$ cat config.mk
export PLATFORM = sky130hd
export DESIGN_NAME = status_event_group_logic
export DESIGN_NICKNAME = d
export VERILOG_FILES = /design/src/hdl/status_event_pkg.sv /design/src/hdl/status_event_group_logic.sv
export SDC_FILE = /design/constraint.sdc
export NUM_CORES = 1
export LEC_CHECK = 0
export ABC_AREA = 0
export ABC_CLOCK_PERIOD_IN_PS = 27900
export BUFFER_PORTS_ARGS = -buffer_cell sky130_fd_sc_hd__buf_2
export CORE_MARGIN = 5
export CORE_UTILIZATION = 35
export CTS_CLUSTER_DIAMETER = 50
export DETAILED_ROUTE_END_ITERATION = 7
export GPL_TIMING_DRIVEN = 0
export MAX_ROUTING_LAYER = met4
export PLACE_DENSITY = 0.6
export SYNTH_ARGS = -nofsm -noshare
export SYNTH_HDL_FRONTEND = slang
export SYNTH_SLANG_ARGS = --single-unit
$ cat constraint.sdc
create_clock -name ref_clk_in -period 27.9 [get_ports ref_clk_in]
set_input_delay 5.58 -clock ref_clk_in [delete_from_list [all_inputs] [get_ports ref_clk_in]]
set_output_delay 5.58 -clock ref_clk_in [all_outputs]
set_load 0.02 [all_outputs]
$ cat src/hdl/status_event_pkg.sv
// Purpose: shared constants for the status event group logic
// Assumes: 16-bit status groups, register selects coined locally
// Notes:   no software bus; registers are reached through a command port
package status_event_pkg;
	localparam int unsigned GROUP_W = 16;

	// register select codes on the command port
	typedef enum logic [2:0] {
		SEL_COND   = 3'h0,
		SEL_EVENT  = 3'h1,
		SEL_ENABLE = 3'h2,
		SEL_FALL   = 3'h3,
		SEL_RISE   = 3'h4
	} reg_sel_t;

	localparam logic [GROUP_W-1:0] ENABLE_PRESET = 16'h0000;
	localparam logic [GROUP_W-1:0] FALL_PRESET   = 16'h0000;
	localparam logic [GROUP_W-1:0] RISE_PRESET   = 16'hFFFF;
	localparam logic [GROUP_W-1:0] ZERO_WORD     = 16'h0000;

	// status byte layout
	localparam int unsigned STB_W        = 8;
	localparam int unsigned STB_QUESTIONABLE_SUMMARY_BIT_BIT = 3;
	localparam int unsigned STB_MAV_BIT  = 4;
	localparam int unsigned STB_OPERATION_SUMMARY_BIT_BIT = 7;

	localparam int unsigned GROUP_OPERATION_SUMMARY_BIT = 0;
	localparam int unsigned GROUP_QUESTIONABLE_SUMMARY_BIT = 1;
endpackage

$ cat src/hdl/status_event_group_logic.sv
// Purpose: operation and questionable status groups with summary bits
// Assumes: one 100 MHz clock; status inputs may be asynchronous
// Notes:   commands arrive as one-cycle strobes from the command parser
//
// Summary of operation
// - each group summary is OR of event bits gated by enable mask
// - questionable summary bit comes from questionable events passed by enable
// - falling-edge mask bit set: falling condition sets event bit
// - rising-edge mask bit set: rising condition sets event bit
// - event bits latch, and only filtered transitions set them
// - reading an event register returns contents then clears them
// - instrument reset leaves event registers unchanged
// - condition register tracks live inputs, reading does not alter it
// - instrument reset clears questionable condition except still-present bits
// - preset clears enable and falling masks, sets rising masks, both groups
// - clear-status clears event registers, leaves enable masks alone
// - clear-status clears all event registers, status byte summary bits and error queue
// - clear-status after message terminator also empties output queue
// - values are binary-weighted sums, bit n weighs two to the n
`timescale 1ns/1ps
`default_nettype none
module status_event_group_logic (
	input  wire logic                  ref_clk_in,
	input  wire logic                  rst_n_in,
	input  wire logic [15:0]           operation_summary_bit_status_in,
	input  wire logic [15:0]           questionable_summary_bit_status_in,
	input  wire logic                  wr_strobe_in,
	input  wire logic                  rd_strobe_in,
	input  wire logic                  group_in,
	input  wire logic [2:0]            reg_sel_in,
	input  wire logic [15:0]           wr_data_in,
	input  wire logic                  preset_in,
	input  wire logic                  clear_status_in,
	input  wire logic                  instr_reset_in,
	input  wire logic                  after_terminator_in,
	input  wire logic                  message_available_in,
	output logic      [15:0]           rd_data_out,
	output logic                       rd_valid_out,
	output logic                       operation_summary_bit_out,
	output logic                       questionable_summary_bit_out,
	output logic      [7:0]            status_byte_out,
	output logic                       error_queue_clear_out,
	output logic                       output_queue_clear_out
);
	localparam int unsigned W = status_event_pkg::GROUP_W;

	logic          rst_meta;
	logic          rst_sync_n;
	logic [W-1:0]  sync1 [2];
	logic [W-1:0]  sync2 [2];
	logic [W-1:0]  sync3 [2];
	logic [W-1:0]  cond [2];
	logic [W-1:0]  cond_prev [2];
	logic [W-1:0]  event_reg [2];
	logic [W-1:0]  enable_mask [2];
	logic [W-1:0]  falling_edge_filter_mask [2];
	logic [W-1:0]  rising_edge_filter_mask [2];
	logic          mav_masked;
	logic [W-1:0]  rd_data;
	logic          rd_valid;
	logic          err_clr;
	logic          oq_clr;

	logic [W-1:0]  next_cond [2];
	logic [W-1:0]  next_event [2];
	logic [W-1:0]  next_enable [2];
	logic [W-1:0]  next_fall [2];
	logic [W-1:0]  next_rise [2];
	logic          next_mav_masked;
	logic [W-1:0]  next_rd_data;
	logic          next_rd_valid;
	logic          next_err_clr;
	logic          next_oq_clr;
	logic [W-1:0]  set_bits [2];

	function automatic logic [W-1:0] edge_events(input logic [W-1:0] now,
		input logic [W-1:0] prev, input logic [W-1:0] fall, input logic [W-1:0] rise);
		edge_events = (prev & ~now & fall) | (~prev & now & rise);
	endfunction

	function automatic logic summary(input logic [W-1:0] ev, input logic [W-1:0] en);
		summary = |(ev & en);
	endfunction

	always_ff @(posedge ref_clk_in or negedge rst_n_in) begin
		if (!rst_n_in) begin
			rst_meta   <= 1'b0;
			rst_sync_n <= 1'b0;
		end else begin
			rst_meta   <= 1'b1;
			rst_sync_n <= rst_meta;
		end
	end

	// three-stage synchroniser; a change counts once stages two and three agree
	always_ff @(posedge ref_clk_in or negedge rst_sync_n) begin
		if (!rst_sync_n) begin
			for (int g = 0; g < 2; g++) begin
				sync1[g] <= status_event_pkg::ZERO_WORD;
				sync2[g] <= status_event_pkg::ZERO_WORD;
				sync3[g] <= status_event_pkg::ZERO_WORD;
			end
		end else begin
			sync1[status_event_pkg::GROUP_OPERATION_SUMMARY_BIT] <= operation_summary_bit_status_in;
			sync1[status_event_pkg::GROUP_QUESTIONABLE_SUMMARY_BIT] <= questionable_summary_bit_status_in;
			for (int g = 0; g < 2; g++) begin
				sync2[g] <= sync1[g];
				sync3[g] <= sync2[g];
			end
		end
	end

	always_comb begin
		next_mav_masked = mav_masked;
		next_rd_data    = rd_data;
		next_rd_valid   = 1'b0;
		next_err_clr    = clear_status_in;
		next_oq_clr     = clear_status_in && after_terminator_in;
		if (clear_status_in) begin
			next_mav_masked = after_terminator_in;
		end else if (!message_available_in) begin
			next_mav_masked = 1'b0;
		end
		for (int g = 0; g < 2; g++) begin
			// condition bits only move where stages agree, so no glitch is seen
			next_cond[g] = (sync2[g] & sync3[g]) | (cond[g] & (sync2[g] | sync3[g]));
			// reset drops only bits whose source is gone; live ones re-assert
			if (instr_reset_in && g == status_event_pkg::GROUP_QUESTIONABLE_SUMMARY_BIT) begin
				next_cond[g] = cond[g] & sync2[g] & sync3[g];
			end
			next_enable[g] = enable_mask[g];
			next_fall[g]   = falling_edge_filter_mask[g];
			next_rise[g]   = rising_edge_filter_mask[g];
			set_bits[g]    = edge_events(cond[g], cond_prev[g],
				falling_edge_filter_mask[g], rising_edge_filter_mask[g]);
			next_event[g]  = event_reg[g];
			if (clear_status_in) begin
				next_event[g] = status_event_pkg::ZERO_WORD;
			end
			if (rd_strobe_in && group_in == g[0] &&
				reg_sel_in == status_event_pkg::SEL_EVENT) begin
				next_event[g] = status_event_pkg::ZERO_WORD;
			end
			next_event[g] = next_event[g] | set_bits[g];
			if (wr_strobe_in && group_in == g[0]) begin
				unique case (reg_sel_in)
					status_event_pkg::SEL_ENABLE: next_enable[g] = wr_data_in;
					status_event_pkg::SEL_FALL:   next_fall[g]   = wr_data_in;
					status_event_pkg::SEL_RISE:   next_rise[g]   = wr_data_in;
					default: ; // condition and event are read-only
				endcase
			end
			if (preset_in) begin
				next_enable[g] = status_event_pkg::ENABLE_PRESET;
				next_fall[g]   = status_event_pkg::FALL_PRESET;
				next_rise[g]   = status_event_pkg::RISE_PRESET;
			end
		end
		if (rd_strobe_in) begin
			next_rd_valid = 1'b1;
			unique case (reg_sel_in)
				status_event_pkg::SEL_COND:   next_rd_data = cond[group_in];
				status_event_pkg::SEL_EVENT:  next_rd_data = event_reg[group_in];
				status_event_pkg::SEL_ENABLE: next_rd_data = enable_mask[group_in];
				status_event_pkg::SEL_FALL:   next_rd_data = falling_edge_filter_mask[group_in];
				status_event_pkg::SEL_RISE:   next_rd_data = rising_edge_filter_mask[group_in];
				default:                      next_rd_data = status_event_pkg::ZERO_WORD;
			endcase
		end
	end

	always_ff @(posedge ref_clk_in or negedge rst_sync_n) begin
		if (!rst_sync_n) begin
			for (int g = 0; g < 2; g++) begin
				cond[g]                     <= status_event_pkg::ZERO_WORD;
				cond_prev[g]                <= status_event_pkg::ZERO_WORD;
				event_reg[g]                <= status_event_pkg::ZERO_WORD;
				enable_mask[g]              <= status_event_pkg::ENABLE_PRESET;
				falling_edge_filter_mask[g] <= status_event_pkg::FALL_PRESET;
				rising_edge_filter_mask[g]  <= status_event_pkg::RISE_PRESET;
			end
			mav_masked <= 1'b0;
			rd_data    <= status_event_pkg::ZERO_WORD;
			rd_valid   <= 1'b0;
			err_clr    <= 1'b0;
			oq_clr     <= 1'b0;
		end else begin
			for (int g = 0; g < 2; g++) begin
				cond[g]                     <= next_cond[g];
				cond_prev[g]                <= cond[g];
				event_reg[g]                <= next_event[g];
				enable_mask[g]              <= next_enable[g];
				falling_edge_filter_mask[g] <= next_fall[g];
				rising_edge_filter_mask[g]  <= next_rise[g];
			end
			mav_masked <= next_mav_masked;
			rd_data    <= next_rd_data;
			rd_valid   <= next_rd_valid;
			err_clr    <= next_err_clr;
			oq_clr     <= next_oq_clr;
		end
	end

	// summaries are combinational so a cleared event drops its summary at once
	assign operation_summary_bit_out = summary(event_reg[status_event_pkg::GROUP_OPERATION_SUMMARY_BIT],
		enable_mask[status_event_pkg::GROUP_OPERATION_SUMMARY_BIT]);
	assign questionable_summary_bit_out = summary(event_reg[status_event_pkg::GROUP_QUESTIONABLE_SUMMARY_BIT],
		enable_mask[status_event_pkg::GROUP_QUESTIONABLE_SUMMARY_BIT]);

	always_comb begin
		status_byte_out = '0;
		status_byte_out[status_event_pkg::STB_OPERATION_SUMMARY_BIT_BIT] = operation_summary_bit_out;
		status_byte_out[status_event_pkg::STB_QUESTIONABLE_SUMMARY_BIT_BIT] = questionable_summary_bit_out;
		// message-available stays low after a terminated clear until the queue refills
		status_byte_out[status_event_pkg::STB_MAV_BIT] = message_available_in && !mav_masked;
	end

	assign rd_data_out            = rd_data;
	assign rd_valid_out           = rd_valid;
	assign error_queue_clear_out  = err_clr;
	assign output_queue_clear_out = oq_clr;
endmodule // status_event_group_logic
`default_nettype wire

======== After elaboration in Yosys (flattened, before gate mapping) ========
Index checks and enable logic that the tools add are counted.
storage, ports and cells
  latch bits .............................. 0
  bits in registers ....................... 310
  memories kept ........................... 0
  RAM bits ................................ 0
  ROM bits ................................ 0
cells by class
  $add $sub $neg .......................... 0
  bitwise logic cells ..................... 30
  magnitude comparators ................... 1
  multiply operators ...................... 0
  equality and inequality tests ........... 5
  divide/modulo/power cells ............... 0
  shift operators ......................... 0
  muxes and demuxes ....................... 39
  reduce and logical (&&, ||, !) cells .... 23
operators by type and width
  operator              count
  $mux W16              35
  $and A16 B16 Y16      16
  $or A16 B16 Y16       8
  $pmux W16 S5          1
  $not A16 Y16          4
  $reduce_or A16 Y1     2
  $reduce_and A2 Y1     6
  $reduce_bool A2 Y1    5
  $logic_and A1 B1 Y1   8
  $eq A3 B2 Y1 const B  2
  $eq A3 B1 Y1 const B  1
  $eq A3 B3 Y1 const B  1
  $logic_not A3 Y1      1
  $mux W1               3
  $ge A2 B2 Y1 const B  1
  $ne A2 B2 Y1 const B  1
  $not A1 Y2            1
  $logic_not A1 Y1      1
  $not A1 Y1            1

======== Logic depth before layout (Yosys ltp) ========
Gate-level depths: netlist of run 1.
  depth after elaboration ................. 5
  gate-level depth with buffers ........... 7
  gate-level depth less buffers ........... 4

======== Worst setup path after synthesis of run 1 ========
No wires, ideal clock.
  path type ............................... input-to-output
  from .................................... in message_available_in
  to ...................................... out status_byte_out[4]
  cell stages on the path ................. 1
  path buffers ............................ 0
  slack ................................... 16.413 ns
  arrival time ............................ 5.907 ns
  required time ........................... 22.320 ns
  path through ............................ nor2b_1
between the ends
  cells in the longest elaborated chain, start to end .. 1
ends and longest elaborated chain
  element              line                             text
  from (decl)          status_event_group_logic.sv:36   input wire logic message_available_in,
  $logic_and A1 B1 Y1  status_event_group_logic.sv:215  status_byte_out[status_event_pkg::STB_MAV_BIT] = message_available_in && !mav_masked;
  to (decl)            status_event_group_logic.sv:41   output logic [7:0] status_byte_out,
No other way between the ends.

======== Worst setup path after layout of run 1 ========
Same ends and word-level chain as after synthesis.

==> impl_metrics.py, run 1 <==
metrics = {
    "final_layout": {
        "area_growth_pct": 19.4,
        "drive_gt1_share_pct": 19.1,
        "fin_util_pct": 42.5,
        "nNetsFinal": 1221,
        "fill_cells": 3260,
        "regArea_mm2": 0.00780,
        "antenna_cells": 0,
        "multi_input_area_mm2": 0.00382,
    },
    "logic_synthesis": {
        "avgSynthCellArea_um2": 11.6,
        "synth_compound_gate_area_share_pct": 11.3,
        "yosysMostFrequentCell": "dfrtp_1",
        "netlist.area_leader.share_pct": 58.0,
        "synth_top_flop_cell": "dfrtp_1",
        "synth-xor-area-share_pct": 0,
        "synth_area_mm2": 0.0120,
        "synth_top_family_by_area": "simple AND/OR/NAND/NOR gates",
        "synth_seq_area_share_pct": 65.0,
        "async_flop_share_pct": 100,
        "synth_top_area_cell": "dfrtp_1",
        "yosysWarnings": 0,
        "synthAdderAreaFrac_pct": 1.83,
        "synthMuxAreaShare_pct": 6.67,
        "synth.area.top_cells": "dfrtp_1, dfstp_2, mux2i_1",
        "ys_types": 36,
        "synthTopCellsByCount": "dfrtp_1, nand2_1, mux2i_1",
        "synth-simple-area-share_pct": 11.8,
        "synth-edff-count": 0,
        "netlist_instances": 1031,
        "synth_seq_cells": 310,
    },
    "sta": {
        "post-route-period-util_pct": 41.3,
        "max_freq_mhz": 86.8,
        "drv_slew": 0,
        "finalHoldViolations": 0,
        "period_needed_ns": 11.53,
        "setup_viol": 0,
        "clock_skew_ns": 0.0137,
        "rsz0062_at_grt": "no",
        "slew_headroom_pct": 36.8,
        "worstMarginPinSlew_ns": 0.948,
        "setup-tns-final_ns": 0,
    },
    "grt": {
        "grt_overflow": 0,
        "grt_usage_pct": 17.8,
        "grt_pass1_vias": 8497,
        "grt_pass1_wl_mm": 50.8,
        "antenna_found_initial": 0,
        "grt_max_degree": 70,
    },
    "setup_path": {
        "critPathCapture": "status_byte_out[4]",
        "end_kind": "output port",
        "critical_path_arrival_ns": 5.95,
        "r2r_end": "rd_data_out[4]",
        "startpoint": "message_available_in",
        "critPathLaunchType": "input port",
        "r2r_setup_slack_ns": 26.56,
        "critPathKind": "in -> out",
        "crit_fanout": 2,
        "crit_required_ns": 22.32,
        "timing.rr.start": "enable_mask[4]",
        "reg2regPathDepth": 4,
    },
    "detailed_routing": {
        "drt_pass1_iterations": 5,
        "wl_mm": 33.1,
        "drt_iter0_drc": 591,
        "drc": 0,
        "viasPerCell": 5.14,
        "wl_per_cell_um": 20.2,
        "drtAntennaViolNets": 0,
        "num_vias": 8420,
    },
    "die": {
        "boundaryPins": 90,
        "start_util_pct": 35.6,
        "dieArea_mm2": 0.0381,
        "die_h_um": 195,
        "core-area_mm2": 0.0337,
        "placementRows": 67,
        "die_w_um": 195,
    },
    "clocking": {
        "cts_sinks": 310,
        "cts_root_buffer": "clkbuf_16",
        "clk_path_buf_depth": 3,
        "cts_setup_buffers": 0,
        "clk_latency_ns": 0.53,
        "holdBufCountCts": 0,
        "ctsResizeCount": 0,
        "path_clk_slew_ns": 0.05,
        "h-tree-depth": 2,
        "cts_buffers": 37,
        "cts_tree": "built",
    },
    "placed_design": {
        "place_congestion": 0.905,
        "io_buffers": 81,
        "hpwl_mm": 22.3,
    },
    "run": {
        "drv_cap": 0,
    },
    "worst_hold_path": {
        "worstHoldPathType": "reg -> async",
    },
    "power": {
        "peakVddDrop_uv": 41.4,
        "p_per_area_mw_per_mm2": 77.2,
        "p_leak_nw": 6.41,
    },
    "run_status": {
        "status": "finished, final reports clean",
    },
}
[worst max-delay path, cell delays in order]
cell and delay (ns):
buf_2 0.10, nor2b_1 0.11, buf_2 0.15
[per-layer routing]
metal | routed length, µm | up-vias | GRT usage [%] | part of all wire, %
li1 | - | 3860 | - | -
met2 | 15000 | 270 | 26.6 | 45
met5 | 0 | - | - | 0
met1 | 15100 | 4221 | 24.3 | 46
met3 | 2020 | 69 | 3.72 | 6.1
met4 | 1010 | 0 | 5.90 | 3.0
[layout make-up]
type / instances / share of cell area (%)
Inverter: 18 / 0.471
Sequential cell: 310 / 54.4
Tap cell: 448 / 3.91
Buffer: 57 / 2.36
Multi-Input combinational cell: 650 / 26.6
Clock inverter: 14 / 0.794
Clock buffer: 54 / 7.67
Timing Repair Buffer: 86 / 3.74
[worst min path at each step]
stage / from / end / slack [ns] / cells after the start
2_1_floorplan: rst_meta / rst_sync_n / 0.33 / 0
3_3_place_gp: sync1[29] / sync2[29] / 0.33 / 0
3_5_place_dp: rst_sync_n / sync1[24] / 0.29 / 0
4_1_cts: rst_sync_n / sync3[25] / 0.30 / 0
5_1_grt: rst_sync_n / cond[25] / 0.31 / 0
6_report: rst_sync_n / sync1[24] / 0.28 / 0
[per-stage QoR]
step	setup slack [ns]	hold slack (ns)	std cells	area (µm²)	total power, mW
floorplan	16.41	0.331	1035	12000	0.593
global placement	14.99	0.332	1564	13000	0.639
detailed placement	16.37	0.288	1569	13100	0.644
CTS	16.37	0.296	1637	14300	1.12
global route	16.34	0.311	1637	14300	1.15
finish	16.37	0.280	1637	14300	1.11
[placed cells by master, fill, tap and decap left out, types with 3 or more instances in the layout]
| master | count |
|---|---|
| o21ai_1 | 8 |
| o21ai_0 | 77 |
| buf_4 | 9 |
| buf_2 | 108 |
| nand3b_1 | 30 |
| a21o_1 | 4 |
| nor3_1 | 16 |
| dfrtp_1 | 277 |
| o211ai_1 | 29 |
| conb_1 | 6 |
| clkbuf_16 | 37 |
| maj3_1 | 22 |
| inv_6 | 3 |
| nor2_1 | 74 |
| nand3_1 | 6 |
| clkbuf_1 | 20 |
| clkinv_2 | 4 |
| clkbuf_8 | 11 |
| or3b_1 | 3 |
| a21oi_1 | 34 |
| nand2b_1 | 16 |
| buf_16 | 4 |
| mux2i_1 | 80 |
| nand2_1 | 162 |
| inv_1 | 18 |
| dfstp_2 | 32 |
| clkinvlp_4 | 4 |
| a221oi_1 | 8 |
| a22o_1 | 8 |
| o22ai_1 | 51 |
| buf_6 | 6 |
| nor3b_1 | 3 |
[kinds of logic (layout without fill, tap and decap cells)]
family / after synthesis / count (layout)
other cells: 2 / 6
mux: 80 / 80
simple gates: 317 / 317
flops: 310 / 310
compound gates: 225 / 225
fa+ha+maj: 22 / 22
buf+inv: 75 / 229
[where the power goes]
| group | leakage, nW | internal (mW) | switching [mW] |
|---|---|---|---|
| clock | 0.590 | 0.277 | 0.193 |
| sequential | 3.76 | 0.492 | 0.0364 |
| combinational | 2.05 | 0.0429 | 0.0655 |
No activity file was read; power rests on OpenSTA's default activity.
==> inputs of run 2 (changes only) <==
ABC_AREA = 1   (was 0)
ABC_CLOCK_PERIOD_IN_PS = 11000   (was 27900)
clock period = 11 ns   (was 27.9 ns; I/O delays follow)
==> impl_metrics.py, run 2 <==
metrics = {
    "detailed_routing": {
        "drt_iter0_drc": 969,
        "drt_pass1_iterations": 5,
        "wl_per_cell_um": 19.5,
        "drtAntennaViolNets": 0,
        "drc": 0,
        "viasPerCell": 4.99,
        "num_vias": 10100,
        "wl_mm": 39.3,
    },
    "setup_path": {
        "crit_fanout": 2,
        "critical_path_arrival_ns": 2.57,
        "cp_top_family": "buffers and inverters",
        "slowest_stage": "buf_2",
        "crit_buf_inv": 3,
        "critPathLaunchType": "input port",
        "crit_chain": "buf_2 -> inv_1 -> nor2_1 -> buf_2",
        "end_kind": "output port",
        "slowest_delay_ns": 0.17,
        "startpoint": "message_available_in",
        "cp_common_cell": "buf_2",
        "reg2regPathDepth": 4,
        "critPathKind": "in -> out",
        "crit_required_ns": 8.80,
        "timing.rr.start": "rst_sync_n",
        "critPathCapture": "status_byte_out[4]",
        "r2r_end": "rising_edge_filter_mask[5]",
        "r2r_setup_slack_ns": 8.96,
        "path_depth": 4,
    },
    "logic_synthesis": {
        "ys_types": 30,
        "synth_seq_cells": 310,
        "netlist.area_leader.share_pct": 55.5,
        "synthTopCellsByCount": "nand2_1, dfrtp_1, inv_1",
        "synth_seq_area_share_pct": 62.2,
        "synth_area_mm2": 0.0125,
        "synth.area.top_cells": "dfrtp_1, nand2_1, dfstp_2",
        "async_flop_share_pct": 100,
        "synth_top_flop_cell": "dfrtp_1",
        "synth-edff-count": 0,
        "avgSynthCellArea_um2": 9.01,
        "yosysWarnings": 0,
        "yosysMostFrequentCell": "nand2_1",
        "netlist_instances": 1392,
        "synth_top_area_cell": "dfrtp_1",
    },
    "clocking": {
        "cts_tree": "built",
        "clk_latency_ns": 0.53,
        "ctsResizeCount": 0,
        "holdBufCountCts": 0,
        "cts_sinks": 310,
        "path_clk_slew_ns": 0.06,
        "clk_path_buf_depth": 3,
        "cts_buffers": 39,
        "cts_setup_buffers": 0,
        "h-tree-depth": 2,
        "cts_root_buffer": "clkbuf_16",
    },
    "worst_hold_path": {
        "worstHoldPathType": "reg -> reg",
        "holdPathStages": 0,
    },
    "grt": {
        "met3_usage_pct": 5.14,
        "use_met2_pct": 30.0,
        "grt_busiest_layer": "met2",
        "grt_usage_pct": 20.5,
        "antenna_found_initial": 0,
        "grt_max_degree": 60,
        "grt_pass1_wl_mm": 59.2,
        "met1_usage_pct": 27.8,
        "grt_pass1_vias": 9858,
        "grt_overflow": 0,
    },
    "sta": {
        "slew_headroom_pct": 36.1,
        "rsz0062_at_grt": "no",
        "finalHoldViolations": 0,
        "setup_viol": 0,
        "post-route-period-util_pct": 43.3,
        "setup-tns-final_ns": 0,
        "drv_slew": 0,
        "whs_ns": 0.343,
        "setup_slack_ns": 6.23,
        "period_needed_ns": 4.77,
        "worstMarginPinSlew_ns": 0.958,
        "clock_skew_ns": 0.0166,
        "max_freq_mhz": 210,
    },
    "final_layout": {
        "area_growth_pct": 19.8,
        "layout_commonest_cell": "nand2_1",
        "antenna_cells": 0,
        "layout_common_cells": "nand2_1, dfrtp_1, inv_1",
        "nNetsFinal": 1587,
        "design_area_mm2": 0.0150,
        "drive_gt1_share_pct": 14.5,
    },
    "die": {
        "core-area_mm2": 0.0355,
        "dieArea_mm2": 0.0397,
        "die_h_um": 199,
        "boundaryPins": 90,
        "placementRows": 69,
        "start_util_pct": 35.4,
        "die_w_um": 199,
    },
    "run_status": {
        "status": "finished, final reports clean",
    },
    "placed_design": {
        "place_congestion": 0.955,
        "placed_area_mm2": 0.0137,
        "dpl_worst_slack_ns": 6.22,
        "io_buffers": 84,
        "hpwl_mm": 26.3,
    },
    "run": {
        "drv_cap": 0,
    },
    "power": {
        "p_leak_nw": 7.45,
        "peakVddDrop_uv": 149,
        "p_per_area_mw_per_mm2": 197,
        "fin_total_pwr_mw": 2.97,
    },
}
[run 2: cell count changes in the layout (fill, tap and decap cells not counted), sizes merged, moves of 8 or more]
cell    change
nor2       -16
o22ai      -51
o21ai      +41
nand2b     -16
inv       +109
a31oi      +20
a21oi       -8
a22o        -8
o211ai      -8
nand3b     -29
nand2     +365
mux2i      -80
nand3      +45
[run 2: logic make-up after synthesis]
| logic type | after synthesis | share of synthesized area [%] |
|---|---|---|
| flip-flops | 310 | 62.2 |
| AND/OR/NAND/NOR | 664 | 21.0 |
| other | 2 | 0.0599 |
| AO/OA/AOI/OAI | 209 | 9.35 |
| adder cells (fa/ha/maj) | 16 | 1.28 |
| buffers and inverters | 191 | 6.16 |
[run 2: worst min-delay path by stage]
stage	from	to
after CTS	sync1[23]	sync2[23]
after global routing	sync1[0]	sync2[0]
after global placement	sync1[14]	sync2[14]
final	sync1[28]	sync2[28]
after floorplan	rst_meta	rst_sync_n
after detailed placement	sync1[0]	sync2[0]
[run 2: per-stage QoR]
step	cells	util (%)
2_1_floorplan	1396	-
3_3_place_gp	1941	38.2
3_5_place_dp	1946	38.6
4_1_cts	2017	42.4
5_1_grt	2017	42.4
6_report	2017	42.4
[run 2: final cells by class]
type,instances,area (µm²)
multi-input cells,895,3990
well taps,461,577
clock buffers,57,1150
inverters,130,488
repair buffers,89,558
plain buffers,61,285
clock inverters,14,189
fillers,3513,20400
flip-flops and latches,310,7800
[run 2: per-layer routing]
| metal | up-vias | wire [µm] | part of all wire, % |
|---|---|---|---|
| li1 | 4703 | - | - |
| met1 | 4861 | 17100 | 44 |
| met2 | 417 | 17100 | 44 |
| met3 | 90 | 3710 | 9.4 |
| met4 | 0 | 1370 | 3.5 |
| met5 | - | 0 | 0 |
[run 2: where the power goes]
group / total [mW] / leakage [nW] / switching, mW / internal [mW]
sequential: 1.34 / 3.79 / 0.0829 / 1.26
combinational: 0.317 / 3.01 / 0.214 / 0.103
clock: 1.31 / 0.646 / 0.491 / 0.819
total: 2.97 / 7.45 / 0.788 / 2.18
==> inputs of run 3 (changes only) <==
ABC_CLOCK_PERIOD_IN_PS = 4300   (was 11000)
PLACE_DENSITY = 0.62   (was 0.6)
clock period = 4.3 ns   (was 11 ns; I/O delays follow)
==> impl_metrics.py, run 3 (synthesized netlist as in run 2, its figures left out) <==
metrics = {
    "final_layout": {
        "layout_common_cells": "nand2_1, dfrtp_1, inv_1",
        "final_cells": 2014,
        "layout_commonest_cell": "nand2_1",
        "design_area_mm2": 0.0150,
        "nNetsFinal": 1585,
        "area_growth_pct": 19.5,
        "drive_gt1_share_pct": 14.4,
    },
    "setup_path": {
        "slowest_stage": "dfrtp_1",
        "r2r_setup_slack_ns": 2.65,
        "critPathKind": "reg -> out",
        "slowest_delay_ns": 0.40,
        "critPathLaunchType": "flop",
        "cp_top_family": "simple AND/OR/NAND/NOR gates",
        "cp_common_cell": "nand2_1",
        "crit_buf_inv": 2,
        "crit_required_ns": 3.44,
        "crit_fanout": 3,
        "crit_chain": "nand2_1 -> nand2_1 -> a221oi_1 -> nand3_1 -> buf_4 -> buf_2",
        "end_kind": "output port",
        "critical_path_arrival_ns": 1.98,
    },
    "die": {
        "core-area_mm2": 0.0355,
        "start_util_pct": 35.4,
        "placementRows": 69,
        "boundaryPins": 90,
        "die_w_um": 199,
        "die_h_um": 199,
        "dieArea_mm2": 0.0397,
    },
    "placed_design": {
        "placed_area_mm2": 0.0137,
        "dpl_worst_slack_ns": 1.45,
        "hpwl_mm": 26.1,
        "io_buffers": 84,
        "place_inst": 1946,
        "place_congestion": 0.977,
    },
    "grt": {
        "grt_pass1_vias": 9901,
        "antenna_found_initial": 2,
        "grt_overflow": 0,
        "grt_pass1_wl_mm": 58.6,
        "grt_usage_pct": 20.2,
        "grt_max_degree": 66,
    },
    "clocking": {
        "cts_buffers": 37,
        "cts_tree": "built",
        "cts_setup_buffers": 0,
        "cts_root_buffer": "clkbuf_16",
        "clk_latency_ns": 0.53,
        "cts_sinks": 310,
        "path_clk_slew_ns": 0.06,
        "ctsResizeCount": 0,
        "h-tree-depth": 2,
        "clk_path_buf_depth": 3,
        "holdBufCountCts": 0,
    },
    "worst_hold_path": {
        "worstHoldPathType": "in -> async",
    },
    "sta": {
        "worstMarginPinSlew_ns": 0.916,
        "max_freq_mhz": 352,
        "post-route-period-util_pct": 66.1,
        "slew_headroom_pct": 39.0,
        "period_needed_ns": 2.84,
        "drv_slew": 0,
        "setup_viol": 0,
        "setup_slack_ns": 1.46,
        "rsz0062_at_grt": "no",
        "clock_skew_ns": 0.0143,
        "setup-tns-final_ns": 0,
        "finalHoldViolations": 0,
    },
    "power": {
        "p_per_area_mw_per_mm2": 501,
        "peakVddDrop_uv": 348,
        "fin_total_pwr_mw": 7.51,
        "p_leak_nw": 7.43,
    },
    "detailed_routing": {
        "wl_mm": 38.8,
        "wl_per_cell_um": 19.3,
        "drt_iter0_drc": 900,
        "drt_pass1_iterations": 5,
        "drtAntennaViolNets": 0,
        "viasPerCell": 4.94,
        "drc": 0,
        "num_vias": 9943,
    },
    "run": {
        "drv_cap": 0,
    },
    "run_status": {
        "status": "finished, final reports clean",
    },
}
==> run 3: per-layer routing <==
layer / vias to the layer above / routed length [µm] / GRT usage, %
met2: 434 / 16900 / 29.7
li1: 4693 / - / -
met5: - / 0 / -
met3: 101 / 3680 / 5.04
met4: 0 / 1600 / 7.90
met1: 4715 / 16700 / 27.1
==> run 3: final cells by class <==
| cell class | count | area, µm² |
|---|---|---|
| Timing Repair Buffer | 89 | 558 |
| Clock inverter | 12 | 180 |
| Antenna cell | 1 | 2.50 |
| Fill cell | 3523 | 20500 |
| Sequential cell | 310 | 7800 |
| Inverter | 130 | 488 |
| Clock buffer | 55 | 1120 |
| Multi-Input combinational cell | 895 | 3990 |
| Tap cell | 461 | 577 |
| Buffer | 61 | 285 |
==> run 3: worst register-to-register path, cell delays in order, from the launching register on <==
cell and delay [ns]:
dfrtp_4 0.73, buf_16 0.30, buf_16 0.33, buf_16 0.35
==> run 3: path summary, 6_finish.rpt <==
kind	cells after the start	endpoint	startpoint
worst max-delay path	6	status_byte_out[7]	event_reg[20]
worst min-delay path	1	rst_sync_n	rst_n_in
worst max register to register	3	rising_edge_filter_mask[31]	rst_sync_n
worst min register to register	0	sync1[28]	rst_sync_n
max in group asynchronous	3	rising_edge_filter_mask[31]	rst_sync_n
min in group ref_clk_in	0	sync2[4]	sync1[4]
==> run 3: where the power goes <==
part,switching [mW],internal [mW]
Combinational,0.551,0.264
Clock,1.22,2.05
Sequential,0.209,3.21
==> run 3: metrics by stage <==
step                      hold WS [ns]  utilization, %
after floorplan                  0.331               -
after global placement           0.333            38.2
after detailed placement         0.304            38.6
after CTS                       0.0927            42.3
after global routing            0.0925            42.3
final                            0.110            42.3
